File: config.mk
export PLATFORM = sky130hd
export DESIGN_NAME = port_rate_ctrl
export DESIGN_NICKNAME = d
export VERILOG_FILES = /design/src/port_rate_pkg.sv /design/src/bit_rate_gen.sv /design/src/port_rate_ctrl.sv
export SDC_FILE = /design/constraint.sdc
export NUM_CORES = 1
export LEC_CHECK = 0
export ABC_AREA = 1
export BUFFER_PORTS_ARGS = -buffer_cell sky130_fd_sc_hd__buf_2
export CAP_MARGIN = 25
export CORE_ASPECT_RATIO = 2
export CORE_MARGIN = 3
export CORE_UTILIZATION = 30
export CTS_BUF_LIST = sky130_fd_sc_hd__clkbuf_2 sky130_fd_sc_hd__clkbuf_4 sky130_fd_sc_hd__clkbuf_8
export CTS_CLUSTER_DIAMETER = 200
export DETAILED_ROUTE_END_ITERATION = 16
export GPL_TIMING_DRIVEN = 0
export PLACE_DENSITY = 0.54
export SLEW_MARGIN = 20
export SYNTH_ARGS = -nofsm -noshare
export SYNTH_HDL_FRONTEND = slang
export SYNTH_HIERARCHICAL = 1
export SYNTH_SLANG_ARGS = --single-unit
export TNS_END_PERCENT = 50
File: constraint.sdc
create_clock -name clk_i -period 6.25 [get_ports clk_i]
set_input_delay 1.25 -clock clk_i [delete_from_list [all_inputs] [get_ports clk_i]]
set_output_delay 1.25 -clock clk_i [all_outputs]
set_load 0.05 [all_outputs]
File: src/port_rate_pkg.sv
// Constants shared by the port enable and bit-rate generator block
package port_rate_pkg;

  // ----------------------------------------------------------------
  // Register offsets reached by vendor register requests
  // ----------------------------------------------------------------
  localparam logic [7:0] PORT_ENABLE_OFS          = 8'h03;
  localparam logic [7:0] RATE_DIVIDER_LOW_OFS     = 8'h04;
  localparam logic [7:0] RATE_DIVIDER_MID_OFS     = 8'h05;
  localparam logic [7:0] RATE_DIVIDER_HIGH_OFS    = 8'h06;
  localparam logic [7:0] SEND_STRETCH_LOW_OFS     = 8'h07;
  localparam logic [7:0] SEND_STRETCH_HIGH_OFS    = 8'h08;
  localparam logic [7:0] RECEIVE_STRETCH_LOW_OFS  = 8'h09;
  localparam logic [7:0] RECEIVE_STRETCH_HIGH_OFS = 8'h0a;

  // ----------------------------------------------------------------
  // Field layout and reset values
  // ----------------------------------------------------------------
  localparam int          TX_ENABLE_BIT   = 0;
  localparam int          RX_ENABLE_BIT   = 1;
  localparam int          DIVIDER_W       = 19;
  localparam int          PATTERN_W       = 16;
  localparam int          DIVIDER_HIGH_W  = 3;
  localparam logic [1:0]  PORT_ENABLE_RST = 2'h0;
  localparam logic [18:0] DIVIDER_RST     = 19'h00000;
  localparam logic [15:0] PATTERN_RST     = 16'h0000;

  // ----------------------------------------------------------------
  // Timing: internal clock rate the divisor is meant for, in Hz
  // ----------------------------------------------------------------
  localparam int          CORE_CLOCK_HZ   = 48000000;

endpackage : port_rate_pkg

File: src/bit_rate_gen.sv
// Fractional bit-rate tick generator for one direction
`timescale 1ns/1ps
`default_nettype none

module bit_rate_gen #(
  parameter int DIV_W = 19,
  parameter int PAT_W = 16
) (
  input  wire logic             clk_i,
  input  wire logic             rst_i,
  input  wire logic             enable_i,
  input  wire logic [DIV_W-1:0] divisor_i,
  input  wire logic [PAT_W-1:0] pattern_i,
  output logic                  tick_o
);

  localparam int SLOT_W = $clog2(PAT_W);

  logic [DIV_W-1:0]  cnt_r;
  logic [DIV_W-1:0]  cnt_nxt;
  logic [SLOT_W-1:0] slot_r;
  logic [SLOT_W-1:0] slot_nxt;
  logic              tick_r;
  logic              tick_nxt;
  logic              stretch;
  logic [DIV_W:0]    period;
  logic [DIV_W-1:0]  last;

  // ----------------------------------------------------------------
  // Period of the current bit slot
  // ----------------------------------------------------------------
  always_comb begin
    stretch = pattern_i[slot_r];
    if (divisor_i == '0) begin
      period = {{DIV_W{1'b0}}, 1'b1} + {{DIV_W{1'b0}}, stretch};
    end else begin
      period = {1'b0, divisor_i} + {{DIV_W{1'b0}}, stretch};
    end
    last = DIV_W'(period - 1'b1);
  end

  // ----------------------------------------------------------------
  // Counter, slot walk and tick
  // ----------------------------------------------------------------
  always_comb begin
    cnt_nxt  = cnt_r;
    slot_nxt = slot_r;
    tick_nxt = 1'b0;
    if (!enable_i) begin
      cnt_nxt  = '0;
      slot_nxt = '0;
    end else if (cnt_r >= last) begin
      cnt_nxt  = '0;
      slot_nxt = SLOT_W'(slot_r + 1'b1);
      tick_nxt = 1'b1;
    end else begin
      cnt_nxt  = DIV_W'(cnt_r + 1'b1);
    end
  end

  // Registers of the generator
  always_ff @(posedge clk_i or posedge rst_i) begin
    if (rst_i) begin
      cnt_r  <= '0;
      slot_r <= '0;
      tick_r <= 1'b0;
    end else begin
      cnt_r  <= cnt_nxt;
      slot_r <= slot_nxt;
      tick_r <= tick_nxt;
    end
  end

  assign tick_o = tick_r;

  // ----------------------------------------------------------------
  // Checking helpers: measured gap against expected slot length
  // ----------------------------------------------------------------
  logic [DIV_W:0] gap_r;
  logic [DIV_W:0] exp_r;
  logic           armed_r;
  logic [DIV_W-1:0] div_seen_r;
  logic [PAT_W-1:0] pat_seen_r;

  always_ff @(posedge clk_i or posedge rst_i) begin
    if (rst_i) begin
      gap_r      <= '0;
      exp_r      <= '0;
      armed_r    <= 1'b0;
      div_seen_r <= '0;
      pat_seen_r <= '0;
    end else begin
      gap_r <= (DIV_W+1)'(gap_r + 1'b1);
      if (tick_r) begin
        gap_r      <= {{DIV_W{1'b0}}, 1'b1};
        exp_r      <= period;
        armed_r    <= enable_i;
        div_seen_r <= divisor_i;
        pat_seen_r <= pattern_i;
      end else if (!enable_i || divisor_i != div_seen_r || pattern_i != pat_seen_r) begin
        armed_r <= 1'b0;
      end
    end
  end

  slot_length_a: assert property (@(posedge clk_i) disable iff (rst_i)
    tick_r && armed_r |-> gap_r == exp_r)
    else $error("bit slot length differs from divisor plus stretch bit");

  slot_walk_a: assert property (@(posedge clk_i) disable iff (rst_i)
    tick_r && enable_i |-> slot_r == SLOT_W'($past(slot_r) + 1'b1))
    else $error("stretch slot did not advance on tick");

endmodule : bit_rate_gen

`default_nettype wire

File: src/port_rate_ctrl.sv
// Port enable registers and fractional bit-rate generation for one serial port
`timescale 1ns/1ps
`default_nettype none

module port_rate_ctrl (
  input  wire logic       clk_i,
  input  wire logic       rst_i,
  input  wire logic       reg_req_i,
  input  wire logic       reg_write_i,
  input  wire logic [7:0] reg_addr_i,
  input  wire logic [7:0] reg_wdata_i,
  output logic      [7:0] reg_rdata_o,
  output logic            reg_ack_o,
  output logic            tx_enable_o,
  output logic            rx_enable_o,
  output logic            tx_tick_o,
  output logic            rx_tick_o
);

  localparam int DW = port_rate_pkg::DIVIDER_W;
  localparam int PW = port_rate_pkg::PATTERN_W;

  // ----------------------------------------------------------------
  // Register state
  // ----------------------------------------------------------------
  logic [1:0]    port_enable_r;
  logic [1:0]    port_enable_nxt;
  logic [DW-1:0] rate_divider_r;
  logic [DW-1:0] rate_divider_nxt;
  logic [PW-1:0] send_stretch_r;
  logic [PW-1:0] send_stretch_nxt;
  logic [PW-1:0] receive_stretch_r;
  logic [PW-1:0] receive_stretch_nxt;
  logic [7:0]    rdata_r;
  logic [7:0]    rdata_nxt;
  logic          ack_r;
  logic          ack_nxt;
  logic          wr;
  logic          rd;

  // ----------------------------------------------------------------
  // Vendor register write and read decode
  // ----------------------------------------------------------------
  always_comb begin
    wr                  = reg_req_i && reg_write_i;
    rd                  = reg_req_i && !reg_write_i;
    port_enable_nxt     = port_enable_r;
    rate_divider_nxt    = rate_divider_r;
    send_stretch_nxt    = send_stretch_r;
    receive_stretch_nxt = receive_stretch_r;
    rdata_nxt           = rdata_r;
    ack_nxt             = reg_req_i;
    if (wr) begin
      case (reg_addr_i)
        port_rate_pkg::PORT_ENABLE_OFS: begin
          port_enable_nxt = reg_wdata_i[1:0];
        end
        port_rate_pkg::RATE_DIVIDER_LOW_OFS: begin
          rate_divider_nxt[7:0] = reg_wdata_i;
        end
        port_rate_pkg::RATE_DIVIDER_MID_OFS: begin
          rate_divider_nxt[15:8] = reg_wdata_i;
        end
        port_rate_pkg::RATE_DIVIDER_HIGH_OFS: begin
          rate_divider_nxt[18:16] = reg_wdata_i[2:0];
        end
        port_rate_pkg::SEND_STRETCH_LOW_OFS: begin
          send_stretch_nxt[7:0] = reg_wdata_i;
        end
        port_rate_pkg::SEND_STRETCH_HIGH_OFS: begin
          send_stretch_nxt[15:8] = reg_wdata_i;
        end
        port_rate_pkg::RECEIVE_STRETCH_LOW_OFS: begin
          receive_stretch_nxt[7:0] = reg_wdata_i;
        end
        port_rate_pkg::RECEIVE_STRETCH_HIGH_OFS: begin
          receive_stretch_nxt[15:8] = reg_wdata_i;
        end
        default: begin
        end
      endcase
    end
    if (rd) begin
      case (reg_addr_i)
        port_rate_pkg::PORT_ENABLE_OFS:          rdata_nxt = {6'h00, port_enable_r};
        port_rate_pkg::RATE_DIVIDER_LOW_OFS:     rdata_nxt = rate_divider_r[7:0];
        port_rate_pkg::RATE_DIVIDER_MID_OFS:     rdata_nxt = rate_divider_r[15:8];
        port_rate_pkg::RATE_DIVIDER_HIGH_OFS:    rdata_nxt = {5'h00, rate_divider_r[18:16]};
        port_rate_pkg::SEND_STRETCH_LOW_OFS:     rdata_nxt = send_stretch_r[7:0];
        port_rate_pkg::SEND_STRETCH_HIGH_OFS:    rdata_nxt = send_stretch_r[15:8];
        port_rate_pkg::RECEIVE_STRETCH_LOW_OFS:  rdata_nxt = receive_stretch_r[7:0];
        port_rate_pkg::RECEIVE_STRETCH_HIGH_OFS: rdata_nxt = receive_stretch_r[15:8];
        default:                                 rdata_nxt = 8'h00;
      endcase
    end
  end

  // Register file with all-zero reset
  always_ff @(posedge clk_i or posedge rst_i) begin
    if (rst_i) begin
      port_enable_r     <= port_rate_pkg::PORT_ENABLE_RST;
      rate_divider_r    <= port_rate_pkg::DIVIDER_RST;
      send_stretch_r    <= port_rate_pkg::PATTERN_RST;
      receive_stretch_r <= port_rate_pkg::PATTERN_RST;
      rdata_r           <= 8'h00;
      ack_r             <= 1'b0;
    end else begin
      port_enable_r     <= port_enable_nxt;
      rate_divider_r    <= rate_divider_nxt;
      send_stretch_r    <= send_stretch_nxt;
      receive_stretch_r <= receive_stretch_nxt;
      rdata_r           <= rdata_nxt;
      ack_r             <= ack_nxt;
    end
  end

  // ----------------------------------------------------------------
  // Outputs straight from registers
  // ----------------------------------------------------------------
  assign reg_rdata_o = rdata_r;
  assign reg_ack_o   = ack_r;
  assign tx_enable_o = port_enable_r[port_rate_pkg::TX_ENABLE_BIT];
  assign rx_enable_o = port_enable_r[port_rate_pkg::RX_ENABLE_BIT];

  // ----------------------------------------------------------------
  // Per-direction tick generators
  // ----------------------------------------------------------------
  bit_rate_gen #(.DIV_W(DW), .PAT_W(PW)) tx_gen (
    .clk_i     (clk_i),
    .rst_i     (rst_i),
    .enable_i  (port_enable_r[port_rate_pkg::TX_ENABLE_BIT]),
    .divisor_i (rate_divider_r),
    .pattern_i (send_stretch_r),
    .tick_o    (tx_tick_o)
  );

  bit_rate_gen #(.DIV_W(DW), .PAT_W(PW)) rx_gen (
    .clk_i     (clk_i),
    .rst_i     (rst_i),
    .enable_i  (port_enable_r[port_rate_pkg::RX_ENABLE_BIT]),
    .divisor_i (rate_divider_r),
    .pattern_i (receive_stretch_r),
    .tick_o    (rx_tick_o)
  );

  // ----------------------------------------------------------------
  // Checks
  // ----------------------------------------------------------------
  reset_zero_a: assert property (@(posedge clk_i)
    $past(rst_i) && !rst_i |-> !tx_enable_o && !rx_enable_o && rate_divider_r == '0
      && send_stretch_r == '0 && receive_stretch_r == '0)
    else $error("register not zero after reset");

  tx_gate_a: assert property (@(posedge clk_i) disable iff (rst_i)
    !tx_enable_o |=> !tx_tick_o)
    else $error("transmit tick while transmitter disabled");

  rx_gate_a: assert property (@(posedge clk_i) disable iff (rst_i)
    !rx_enable_o |=> !rx_tick_o)
    else $error("receive tick while receiver disabled");

  enable_write_a: assert property (@(posedge clk_i) disable iff (rst_i)
    wr && reg_addr_i == port_rate_pkg::PORT_ENABLE_OFS
      |=> tx_enable_o == $past(reg_wdata_i[0]) && rx_enable_o == $past(reg_wdata_i[1]))
    else $error("port enable write not applied");

  div_low_a: assert property (@(posedge clk_i) disable iff (rst_i)
    wr && reg_addr_i == port_rate_pkg::RATE_DIVIDER_LOW_OFS
      |=> rate_divider_r[7:0] == $past(reg_wdata_i) && $stable(rate_divider_r[18:8]))
    else $error("divisor low byte write wrong");

  div_high_a: assert property (@(posedge clk_i) disable iff (rst_i)
    wr && reg_addr_i == port_rate_pkg::RATE_DIVIDER_HIGH_OFS
      |=> rate_divider_r[18:16] == $past(reg_wdata_i[2:0]) && $stable(rate_divider_r[15:0]))
    else $error("divisor top byte write wrong");

  // Top divisor byte reads back three live bits over zeroed reserved bits
  top_byte_read_a: assert property (@(posedge clk_i) disable iff (rst_i)
    rd && reg_addr_i == port_rate_pkg::RATE_DIVIDER_HIGH_OFS
      |=> reg_rdata_o[7:3] == 5'h00 && reg_rdata_o[2:0] == $past(rate_divider_r[18:16]))
    else $error("divisor top byte read wrong");

  req_ack_a: assert property (@(posedge clk_i) disable iff (rst_i)
    reg_req_i |=> reg_ack_o ##1 (reg_ack_o == $past(reg_req_i)))
    else $error("register request not acknowledged next cycle");

  unmapped_a: assert property (@(posedge clk_i) disable iff (rst_i)
    rd && (reg_addr_i < port_rate_pkg::PORT_ENABLE_OFS
      || reg_addr_i > port_rate_pkg::RECEIVE_STRETCH_HIGH_OFS) |=> reg_rdata_o == 8'h00)
    else $error("unmapped read not zero");

  tx_run_c: cover property (@(posedge clk_i) disable iff (rst_i)
    tx_enable_o && tx_tick_o ##[1:300] tx_tick_o);
  rx_run_c: cover property (@(posedge clk_i) disable iff (rst_i)
    rx_enable_o && rx_tick_o && receive_stretch_r != '0);
  readback_c: cover property (@(posedge clk_i) disable iff (rst_i)
    wr ##1 rd ##1 reg_ack_o);

endmodule : port_rate_ctrl

`default_nettype wire

* Yosys cells after proc, flatten, opt, wreduce, memory -nomap -nowiden
Index checks and enable logic that the tools add are counted.
Storage, ports and cells: flip-flop bits (word level) 110, logic and storage cells 71, output and inout bits 13, input port bits 20
Operators by class: mux-type cells 19, add/subtract/negate cells 10, reduce and logical (&&, ||, !) cells 12, eq/ne operators 10, magnitude comparators 4
Operators with widths (count):
- $mux 19 | 6
- $pmux 8 s8 | 1
- $add 19x1->19 | 2
- $add 19x1->19 const B | 2
- $ge 19x19->1 | 2
- $sub 19x1->19 const B | 2
- $eq 8x3->1 const B | 4
- $eq 8x4->1 const B | 3
- $logic_not 19->1 | 1
- $mux 4 | 4
- $reduce_and 2->1 | 8
- $lt 4x5->1 const B | 2
- $add 4x1->4 const B | 2
- $bmux 1 s4 | 2
- $eq 8x2->1 const B | 1
- $mux 1 | 6
- $add 1x1->2 const A | 2
- $ne 2x1->1 const B | 2
- $logic_and 1x1->1 | 2
- $logic_not 1->1 | 1

* Longest topological paths before layout
Gate-level depths: netlist of the first run.
depth after elaboration 8, depth in mapped cells 34, depth with buffers taken out 33

* Modules after synthesis
Netlist of the first run, hierarchy kept.
Modules (own cells, without submodules):
- port_rate_ctrl | sequential area each 1551.5 µm², instances 1, cells an instance 403, area an instance 3141.8 µm²
- bit_rate_gen (tx_gen) | sequential area each 600.6 µm², instances 1, cells an instance 470, area an instance 2947.8 µm²
- bit_rate_gen (rx_gen) | sequential area each 600.6 µm², instances 1, cells an instance 456, area an instance 2887.8 µm²

* Least setup slack after synthesis of the first run
Ideal clock, no wire load.
kind reg-to-reg, from reg tx_gen.slot_r[0], to reg tx_gen.slot_r[3], setup slack 2.265 ns, cell stages (with the launch flop) 33, data arrival time 3.857 ns, required time 6.122 ns, cells stage by stage dfrtp_1 > buf_4 > inv_4 > nand2_1 > nand2_1 > nand2_1 > nand3_1 > nand3_1 > nand2_1 > ha_1 > ha_1 > inv_2 > nor2_4 > nand2_2 > o21ai_4 > nand2_1 > nor2_4 > inv_2 > nor2_1 > nand3_1 > nand2_1 > nand2_1 > ha_1 > nand2_1 > inv_1 > nand3_1 > nor3_1 > nand4_1 > nand4_1 > inv_1 > nand2_1 > buf_2 > o21ai_0
Between the ends: word-level cells in the longest chain between the ends 7, elaborated cells on any way between the ends 11, classes of those cells 4 x add/sub; 1 x order compare; 1 x eq/ne; 5 x mux
RTL lines:
- start, declared | RTL line bit_rate_gen.sv:21 | logic [SLOT_W-1:0] slot_r;
- start signal, assigned | RTL line bit_rate_gen.sv:69 | slot_r <= slot_nxt;
- $bmux 1 s4 | RTL line bit_rate_gen.sv:33 | stretch = pattern_i[slot_r];
- $mux 1 (not written as such) | RTL line bit_rate_gen.sv:33
- $add 19x1->19 or $add 1x1->2 (tied branches) | RTL line bit_rate_gen.sv:37, bit_rate_gen.sv:35
- $mux 19 | RTL line bit_rate_gen.sv:34 | if (divisor_i == '0) begin
- $sub 19x1->19 | RTL line bit_rate_gen.sv:39 | last = DIV_W'(period - 1'b1);
- $ge 19x19->1 | RTL line bit_rate_gen.sv:52 | end else if (cnt_r >= last) begin
- $ne 2x1->1 (no line)
Parallel ways exist; a longest one is shown, timed or not. The select of a mux whose other input is x is not followed. A chain may end at the register's enable or synchronous reset.

* Worst setup path after layout of the first run
Same ends and word-level chain as after synthesis.

==> impl_metrics.json, run 1 <==
{
  "timing.critical_path.buf_inv": 6,
  "yosysSeqAreaShare_pct": 30.66,
  "critPathKind": "register to register",
  "finalCriticalPeriod_ns": 5.257,
  "synth-seq-cells": 110,
  "synth_area_per_cell_um2": 6.755,
  "grt_pass1_wl_mm": 45.26,
  "hold_depth": 2,
  "grt.overflow.total": 0,
  "clkTransAtPathRegs_ns": 0.13,
  "fin_util_pct": 33.33,
  "hold_violations": 0,
  "p_total_w": 0.001368,
  "drt-initial-drc-count": 380,
  "cellPowerDensity_nw_per_um2": 139.1,
  "gp_congestion": 0.8967,
  "power_frac_clock_pct": 32.4,
  "synthToLayoutAreaGrowth_pct": 9.547,
  "total_leakage_power_nw": 4.799,
  "cts_tree": "built",
  "cts.sinks": 110,
  "syn-instance-count": 1329,
  "drcViolationCount": 0,
  "crit_top_cell": "nand2_1",
  "firstDrtPassIters": 5,
  "vias": 8767,
  "p_seq_share_pct": 54.4,
  "whs_ns": 0.4906,
  "final_cell_mix": "nand2_1, nor2_1, inv_1, nand3_1, dfrtp_1",
  "p_switching_w": 0.0004329,
  "path_delay_family": "simple AND/OR/NAND/NOR gates",
  "finClkSkew_ns": 0.02441,
  "cp-start-kind": "register",
  "synth_warnings": 6,
  "holdPathEnd": "reg_rdata_o[0]",
  "fp.coreArea_um2": 29510,
  "r2r_setup_slack_ns": 0.99,
  "insertion_delay_ns": 0.42,
  "finalCritPeriodShare_pct": 84.11,
  "worstPathMaxFanout": 10,
  "hpwl_mm": 23.09,
  "syn_area_um2": 8977,
  "maxSlewHeadroom_pct": 61.90,
  "ant_nets": 0,
  "holdCritStartpoint": "reg_rdata_o[0]",
  "clockBufferDepth": 2,
  "final_common_cell": "nand2_1",
  "viasPerCell": 5.030,
  "post_drt_wl_per_cell_um": 16.24,
  "final-max-slew-violation-count": 0,
  "design.portCount": 33,
  "ctsHtreeMaxLevel": 3,
  "row_count": 89,
  "die-area_um2": 32160,
  "critPathMaxStageDelay_ns": 0.41,
  "dominantRegCellSynth": "dfrtp_1",
  "worstPathArrival_ns": 5.57,
  "nNetsFinal": 1441,
  "synth_edf_count": 0,
  "root_buffer": "clkbuf_8",
  "rsz0062_at_grt": "false",
  "crit_path_end_kind": "register",
  "tightest_slew_ns": 0.5695,
  "cts_setup_buffers": 0,
  "groute.usage.overall_pct": 17.98,
  "antenna_found_initial": 1,
  "max_freq_mhz": 190.2,
  "p_int_w": 0.0009354,
  "die_x_um": 128.3,
  "synth.distinct_cells": 39,
  "max_cap_viol_count": 0,
  "reg2regPathDepth": 28,
  "ir_worst_vdd_v": 0.0001533,
  "cts_resized": 0,
  "synthesis.nets": 1397,
  "min_path_type": "register to register",
  "grt_pass1_vias": 8867,
  "wl_mm": 28.31,
  "cts-hold-fix-buffers": 0,
  "fin_setup_tns_ns": 0,
  "drive_gt1_share_pct": 11.76,
  "initial_core_util_pct": 30.42,
  "cts_buffers": 9,
  "grt_max_degree": 40,
  "n_fill_cell": 3214,
  "required_ns": 6.56,
  "status": "complete, no violations",
  "synthArstFlopShare_pct": 100.0,
  "swShare_pct": 31.64,
  "slowest_stage": "dfrtp_1",
  "combPwrFrac_pct": 13.2,
  "worstReg2RegEnd": "tx_gen/slot_r[3]",
  "die_h_um": 250.6,
  "io_buffers": 30,
  "setup_viol": 0,
  "rr_startpoint": "tx_gen/slot_r[0]"
}
-- registers in the layout, indices dropped and copies added, names as in the netlist, 4 cells and up --
name,cells
receive_stretch_r,16
tx_gen/cnt_r,19
rate_divider_r,19
reg_rdata_o,8
tx_gen/slot_r,4
rx_gen/cnt_r,19
rx_gen/slot_r,4
send_stretch_r,16
-- routing by layer --
metal / wire (um) / GRT usage (%) / share of wire [%]
met5: 0 / 0 / 0
met4: 2124 / 13.11 / 7.5
met3: 718 / 2.219 / 2.5
met2: 15650 / 34.23 / 55
met1: 9811 / 16.94 / 35
-- cell type report --
| type | count | area, um2 | area share, % |
|---|---|---|---|
| clock buffers | 10 | 131.4 | 1.336 |
| inverters | 158 | 598.1 | 6.081 |
| multi-input cells | 1041 | 5500 | 55.93 |
| well taps | 364 | 455.4 | 4.631 |
| repair buffers | 33 | 200.2 | 2.036 |
| diodes | 1 | 2.502 | 0.02545 |
| plain buffers | 20 | 128.9 | 1.310 |
| clock inverters | 6 | 65.06 | 0.6616 |
| flip-flops and latches | 110 | 2753 | 27.99 |
-- Yosys cell counts (2+ instances only) --
| cell type | n | share of area, % |
|---|---|---|
| nand2_1 | 413 | 17 |
| inv_1 | 137 | 5.7 |
| nor2_1 | 137 | 5.7 |
| nand3_1 | 129 | 7.2 |
| dfrtp_1 | 110 | 31 |
| o21ai_0 | 80 | 4.5 |
| nand4_1 | 51 | 3.6 |
| ha_1 | 48 | 6.7 |
| xor2_1 | 39 | 3.8 |
| a21oi_1 | 24 | 1.3 |
| nor2_4 | 23 | 2.9 |
| nand2_2 | 21 | 1.5 |
| inv_2 | 19 | 0.79 |
| xnor2_1 | 15 | 1.5 |
| nor3_1 | 12 | 0.67 |
| nor2_2 | 11 | 0.77 |
| buf_2 | 7 | 0.39 |
| buf_4 | 6 | 0.50 |
| nand3_2 | 6 | 0.67 |
| o21ai_1 | 6 | 0.33 |
| nor3_2 | 5 | 0.56 |
| clkbuf_1 | 4 | 0.17 |
| buf_6 | 3 | 0.38 |
| o21bai_1 | 3 | 0.25 |
| xor2_2 | 3 | 0.54 |
| nand2_4 | 2 | 0.25 |
| nand3b_1 | 2 | 0.17 |
| o211ai_1 | 2 | 0.17 |
-- cells by family after synthesis --
| family | Yosys count | share of synthesized area (%) |
|---|---|---|
| DFF | 110 | 30.66 |
| AOI/OAI and AO/OA | 117 | 6.801 |
| adders and majority gates | 48 | 6.690 |
| and+or+nand+nor | 819 | 41.97 |
| xor gates and xnor gates | 57 | 5.812 |
| buffers and inverters | 178 | 8.070 |
-- power by group through the flow --
stage               sequential, W  clock (W)  combinational, W
floorplan                0.000751          0          0.000120
global placement         0.000759          0          0.000176
detailed placement       0.000759          0          0.000180
CTS                      0.000745   0.000468          0.000181
global route             0.000747   0.000487          0.000203
finish                   0.000745   0.000443          0.000180
-- worst max-delay path by stage --
stage	start	end	slack, ns	depth (start not counted)
floorplan	tx_gen/slot_r[0]	tx_gen/slot_r[3]	2.27	32
global placement	tx_gen/slot_r[0]	tx_gen/slot_r[3]	1.04	28
detailed placement	tx_gen/slot_r[0]	tx_gen/slot_r[3]	0.98	28
CTS	tx_gen/slot_r[0]	tx_gen/slot_r[3]	0.94	28
global route	tx_gen/slot_r[0]	tx_gen/slot_r[3]	0.49	28
finish	tx_gen/slot_r[0]	tx_gen/slot_r[3]	0.99	28
-- metrics by stage --
| stage | worst slack [ns] | area [um2] | std cells |
|---|---|---|---|
| 2_1_floorplan | 2.265 | 8977 | 1329 |
| 6_report | 0.9932 | 9834 | 1743 |
| 3_3_place_gp | 1.037 | 9583 | 1723 |
| 3_5_place_dp | 0.9832 | 9620 | 1725 |
| 5_1_grt | 0.4874 | 9834 | 1743 |
| 4_1_cts | 0.9418 | 9817 | 1741 |
-- tightest hold or removal path, delay by kind of cell (launching register included) --
| kind | cells | cell delay [ns] |
|---|---|---|
| and+or+nand+nor | 2 | 0.10 |
| DFF | 1 | 0.36 |
Note: power is estimated with default switching activity, not from simulation.
==> inputs of run 2 (changes only) <==
==> constraint.sdc (replaced) <==
create_clock -name clk_i -period 5 [get_ports clk_i]
set_input_delay 1 -clock clk_i [delete_from_list [all_inputs] [get_ports clk_i]]
set_output_delay 1 -clock clk_i [all_outputs]
set_load 0.05 [all_outputs]
==> run 2 against run 1 <==
  * Power up 26%
  * Non-clock buffer count up 9
  * First-iteration DRC count rose by 1.8%
  * Wire length rose by 0.84%
  * Worst hold slack is essentially flat
  * Cell count up 0.52%
  * Count of clock-buffer cells in the layout did not move
  * Critical path depth rose by 6
  * Via count rose by 0.34%
  * Global-route usage is essentially flat
  * Largest cell class unchanged
==> impl_metrics.json, run 2 (same netlist as run 1, synthesis figures left out) <==
{
  "stdcell_area_um2": 10000,
  "crit_top_cell": "nand2_1",
  "viasPerCell": 5.021,
  "finClkSkew_ns": 0.02134,
  "worstPathArrival_ns": 4.89,
  "vias": 8797,
  "nNetsFinal": 1450,
  "fin_cells": 1752,
  "wl_mm": 28.54,
  "place_area_um2": 9620,
  "cts-hold-fix-buffers": 0,
  "fin_ws_ns": 0.4249,
  "drive_gt1_share_pct": 13.41,
  "max_freq_mhz": 218.6,
  "finalCritPeriodShare_pct": 91.50,
  "hold_depth": 2,
  "crit_path_end_kind": "register",
  "finalCriticalPeriod_ns": 4.575,
  "cts.sinks": 110,
  "place_inst": 1725,
  "cts_tree": "built",
  "status": "complete, no violations",
  "final-max-slew-violation-count": 0,
  "reg2regPathDepth": 34,
  "row_count": 89,
  "min_path_type": "register to register",
  "grt_max_degree": 40,
  "gp_congestion": 0.8967,
  "slowest_stage": "dfrtp_1",
  "root_buffer": "clkbuf_8",
  "required_ns": 5.31,
  "post_drt_wl_per_cell_um": 16.29,
  "grt.overflow.total": 0,
  "antenna_found_initial": 1,
  "ir_worst_vdd_v": 0.0001946,
  "die_x_um": 128.3,
  "worstPathMaxFanout": 10,
  "pre_cts_ws_ns": -0.2668,
  "design.portCount": 33,
  "hold_violations": 0,
  "max_cap_viol_count": 0,
  "die-area_um2": 32160,
  "n_fill_cell": 3211,
  "cp-start-kind": "register",
  "drcViolationCount": 0,
  "cts_buffers": 9,
  "ctsHtreeMaxLevel": 3,
  "final_common_cell": "nand2_1",
  "groute.usage.overall_pct": 17.98,
  "clockBufferDepth": 2,
  "initial_core_util_pct": 30.42,
  "maxSlewHeadroom_pct": 62.08,
  "cellPowerDensity_nw_per_um2": 171.7,
  "final_cell_mix": "nand2_1, inv_1, nor2_1, nand3_1, dfrtp_1",
  "grt_pass1_vias": 8875,
  "critPathMaxStageDelay_ns": 0.41,
  "p_total_w": 0.001718,
  "critPathKind": "register to register",
  "firstDrtPassIters": 5,
  "die_h_um": 250.6,
  "insertion_delay_ns": 0.42,
  "synthToLayoutAreaGrowth_pct": 11.43,
  "io_buffers": 30,
  "setup_viol": 0,
  "clkTransAtPathRegs_ns": 0.12,
  "fp.coreArea_um2": 29510,
  "grt_pass1_wl_mm": 45.28,
  "top_regs": "rate_divider_r: 19 flops, rx_gen/cnt_r: 19 flops, tx_gen/cnt_r: 19 flops",
  "drt-initial-drc-count": 387,
  "ant_nets": 0,
  "total_leakage_power_nw": 4.850,
  "hpwl_mm": 23.09,
  "tightest_slew_ns": 0.5667
}
==> run 2: per-layer routing <==
layer / part of all wire (%) / vias up / track usage, %
met5: 0 / - / 0
met4: 7.6 / 0 / 13.11
met3: 2.7 / 107 / 2.219
met2: 55 / 202 / 34.25
met1: 34 / 4100 / 16.94
li1: - / 4388 / -
==> run 2: stage by stage <==
step	TNS (ns)	hold slack [ns]	utilization (%)
global route	-0.04135	0.5354	33.90
CTS	0	0.4949	33.37
detailed placement	-4.632	0.4594	32.60
floorplan	0	0.4536	-
finish	0	0.4903	33.90
global placement	-3.035	0.4631	32.47
==> run 2: layout make-up <==
class	instances	area, um2	area share (%)
inverters	158	598.1	5.979
flip-flops and latches	110	2753	27.52
multi-input cells	1041	5590	55.89
plain buffers	20	140.1	1.401
diodes	1	2.502	0.02502
repair buffers	42	267.8	2.677
clock inverters	6	65.06	0.6504
clock buffers	10	131.4	1.313
well taps	364	455.4	4.553
==> run 2: repair_timing <==
item | 4_1_cts | 5_1_grt
setup endpoints to repair | 40 | 47
resized for setup | 4 | 23
buffers inserted | 2 | 7
pin swaps | 2 | 6
==> run 2: worst max-delay path: cells and delay by family (launching register included) <==
| kind | cells | cell delay (ns) |
|---|---|---|
| fa+ha+maj | 3 | 0.64 |
| compound gates | 1 | 0.09 |
| flops | 1 | 0.41 |
| buf+inv | 8 | 0.80 |
| simple gates | 22 | 2.51 |
==> run 2: power breakdown <==
group | internal, W | switching [W] | leakage, nW
Sequential | 0.000902 | 0.0000292 | 1.50
Combinational | 0.0000686 | 0.000162 | 3.25
Clock | 0.000202 | 0.000354 | 0.101
Total | 0.00117 | 0.000545 | 4.85
==> run 2: worst paths after layout <==
check	startpoint	to	slack, ns
max	tx_gen/slot_r[0]	tx_gen/slot_r[3]	0.42
min	reg_rdata_o[0]	reg_rdata_o[0]	0.49
max reg2reg	tx_gen/slot_r[0]	tx_gen/slot_r[3]	0.42
min reg2reg	reg_rdata_o[0]	reg_rdata_o[0]	0.49
max in group asynchronous	rst_i	receive_stretch_r[12]	3.91
min in group asynchronous	rst_i	rx_gen/slot_r[3]	0.57
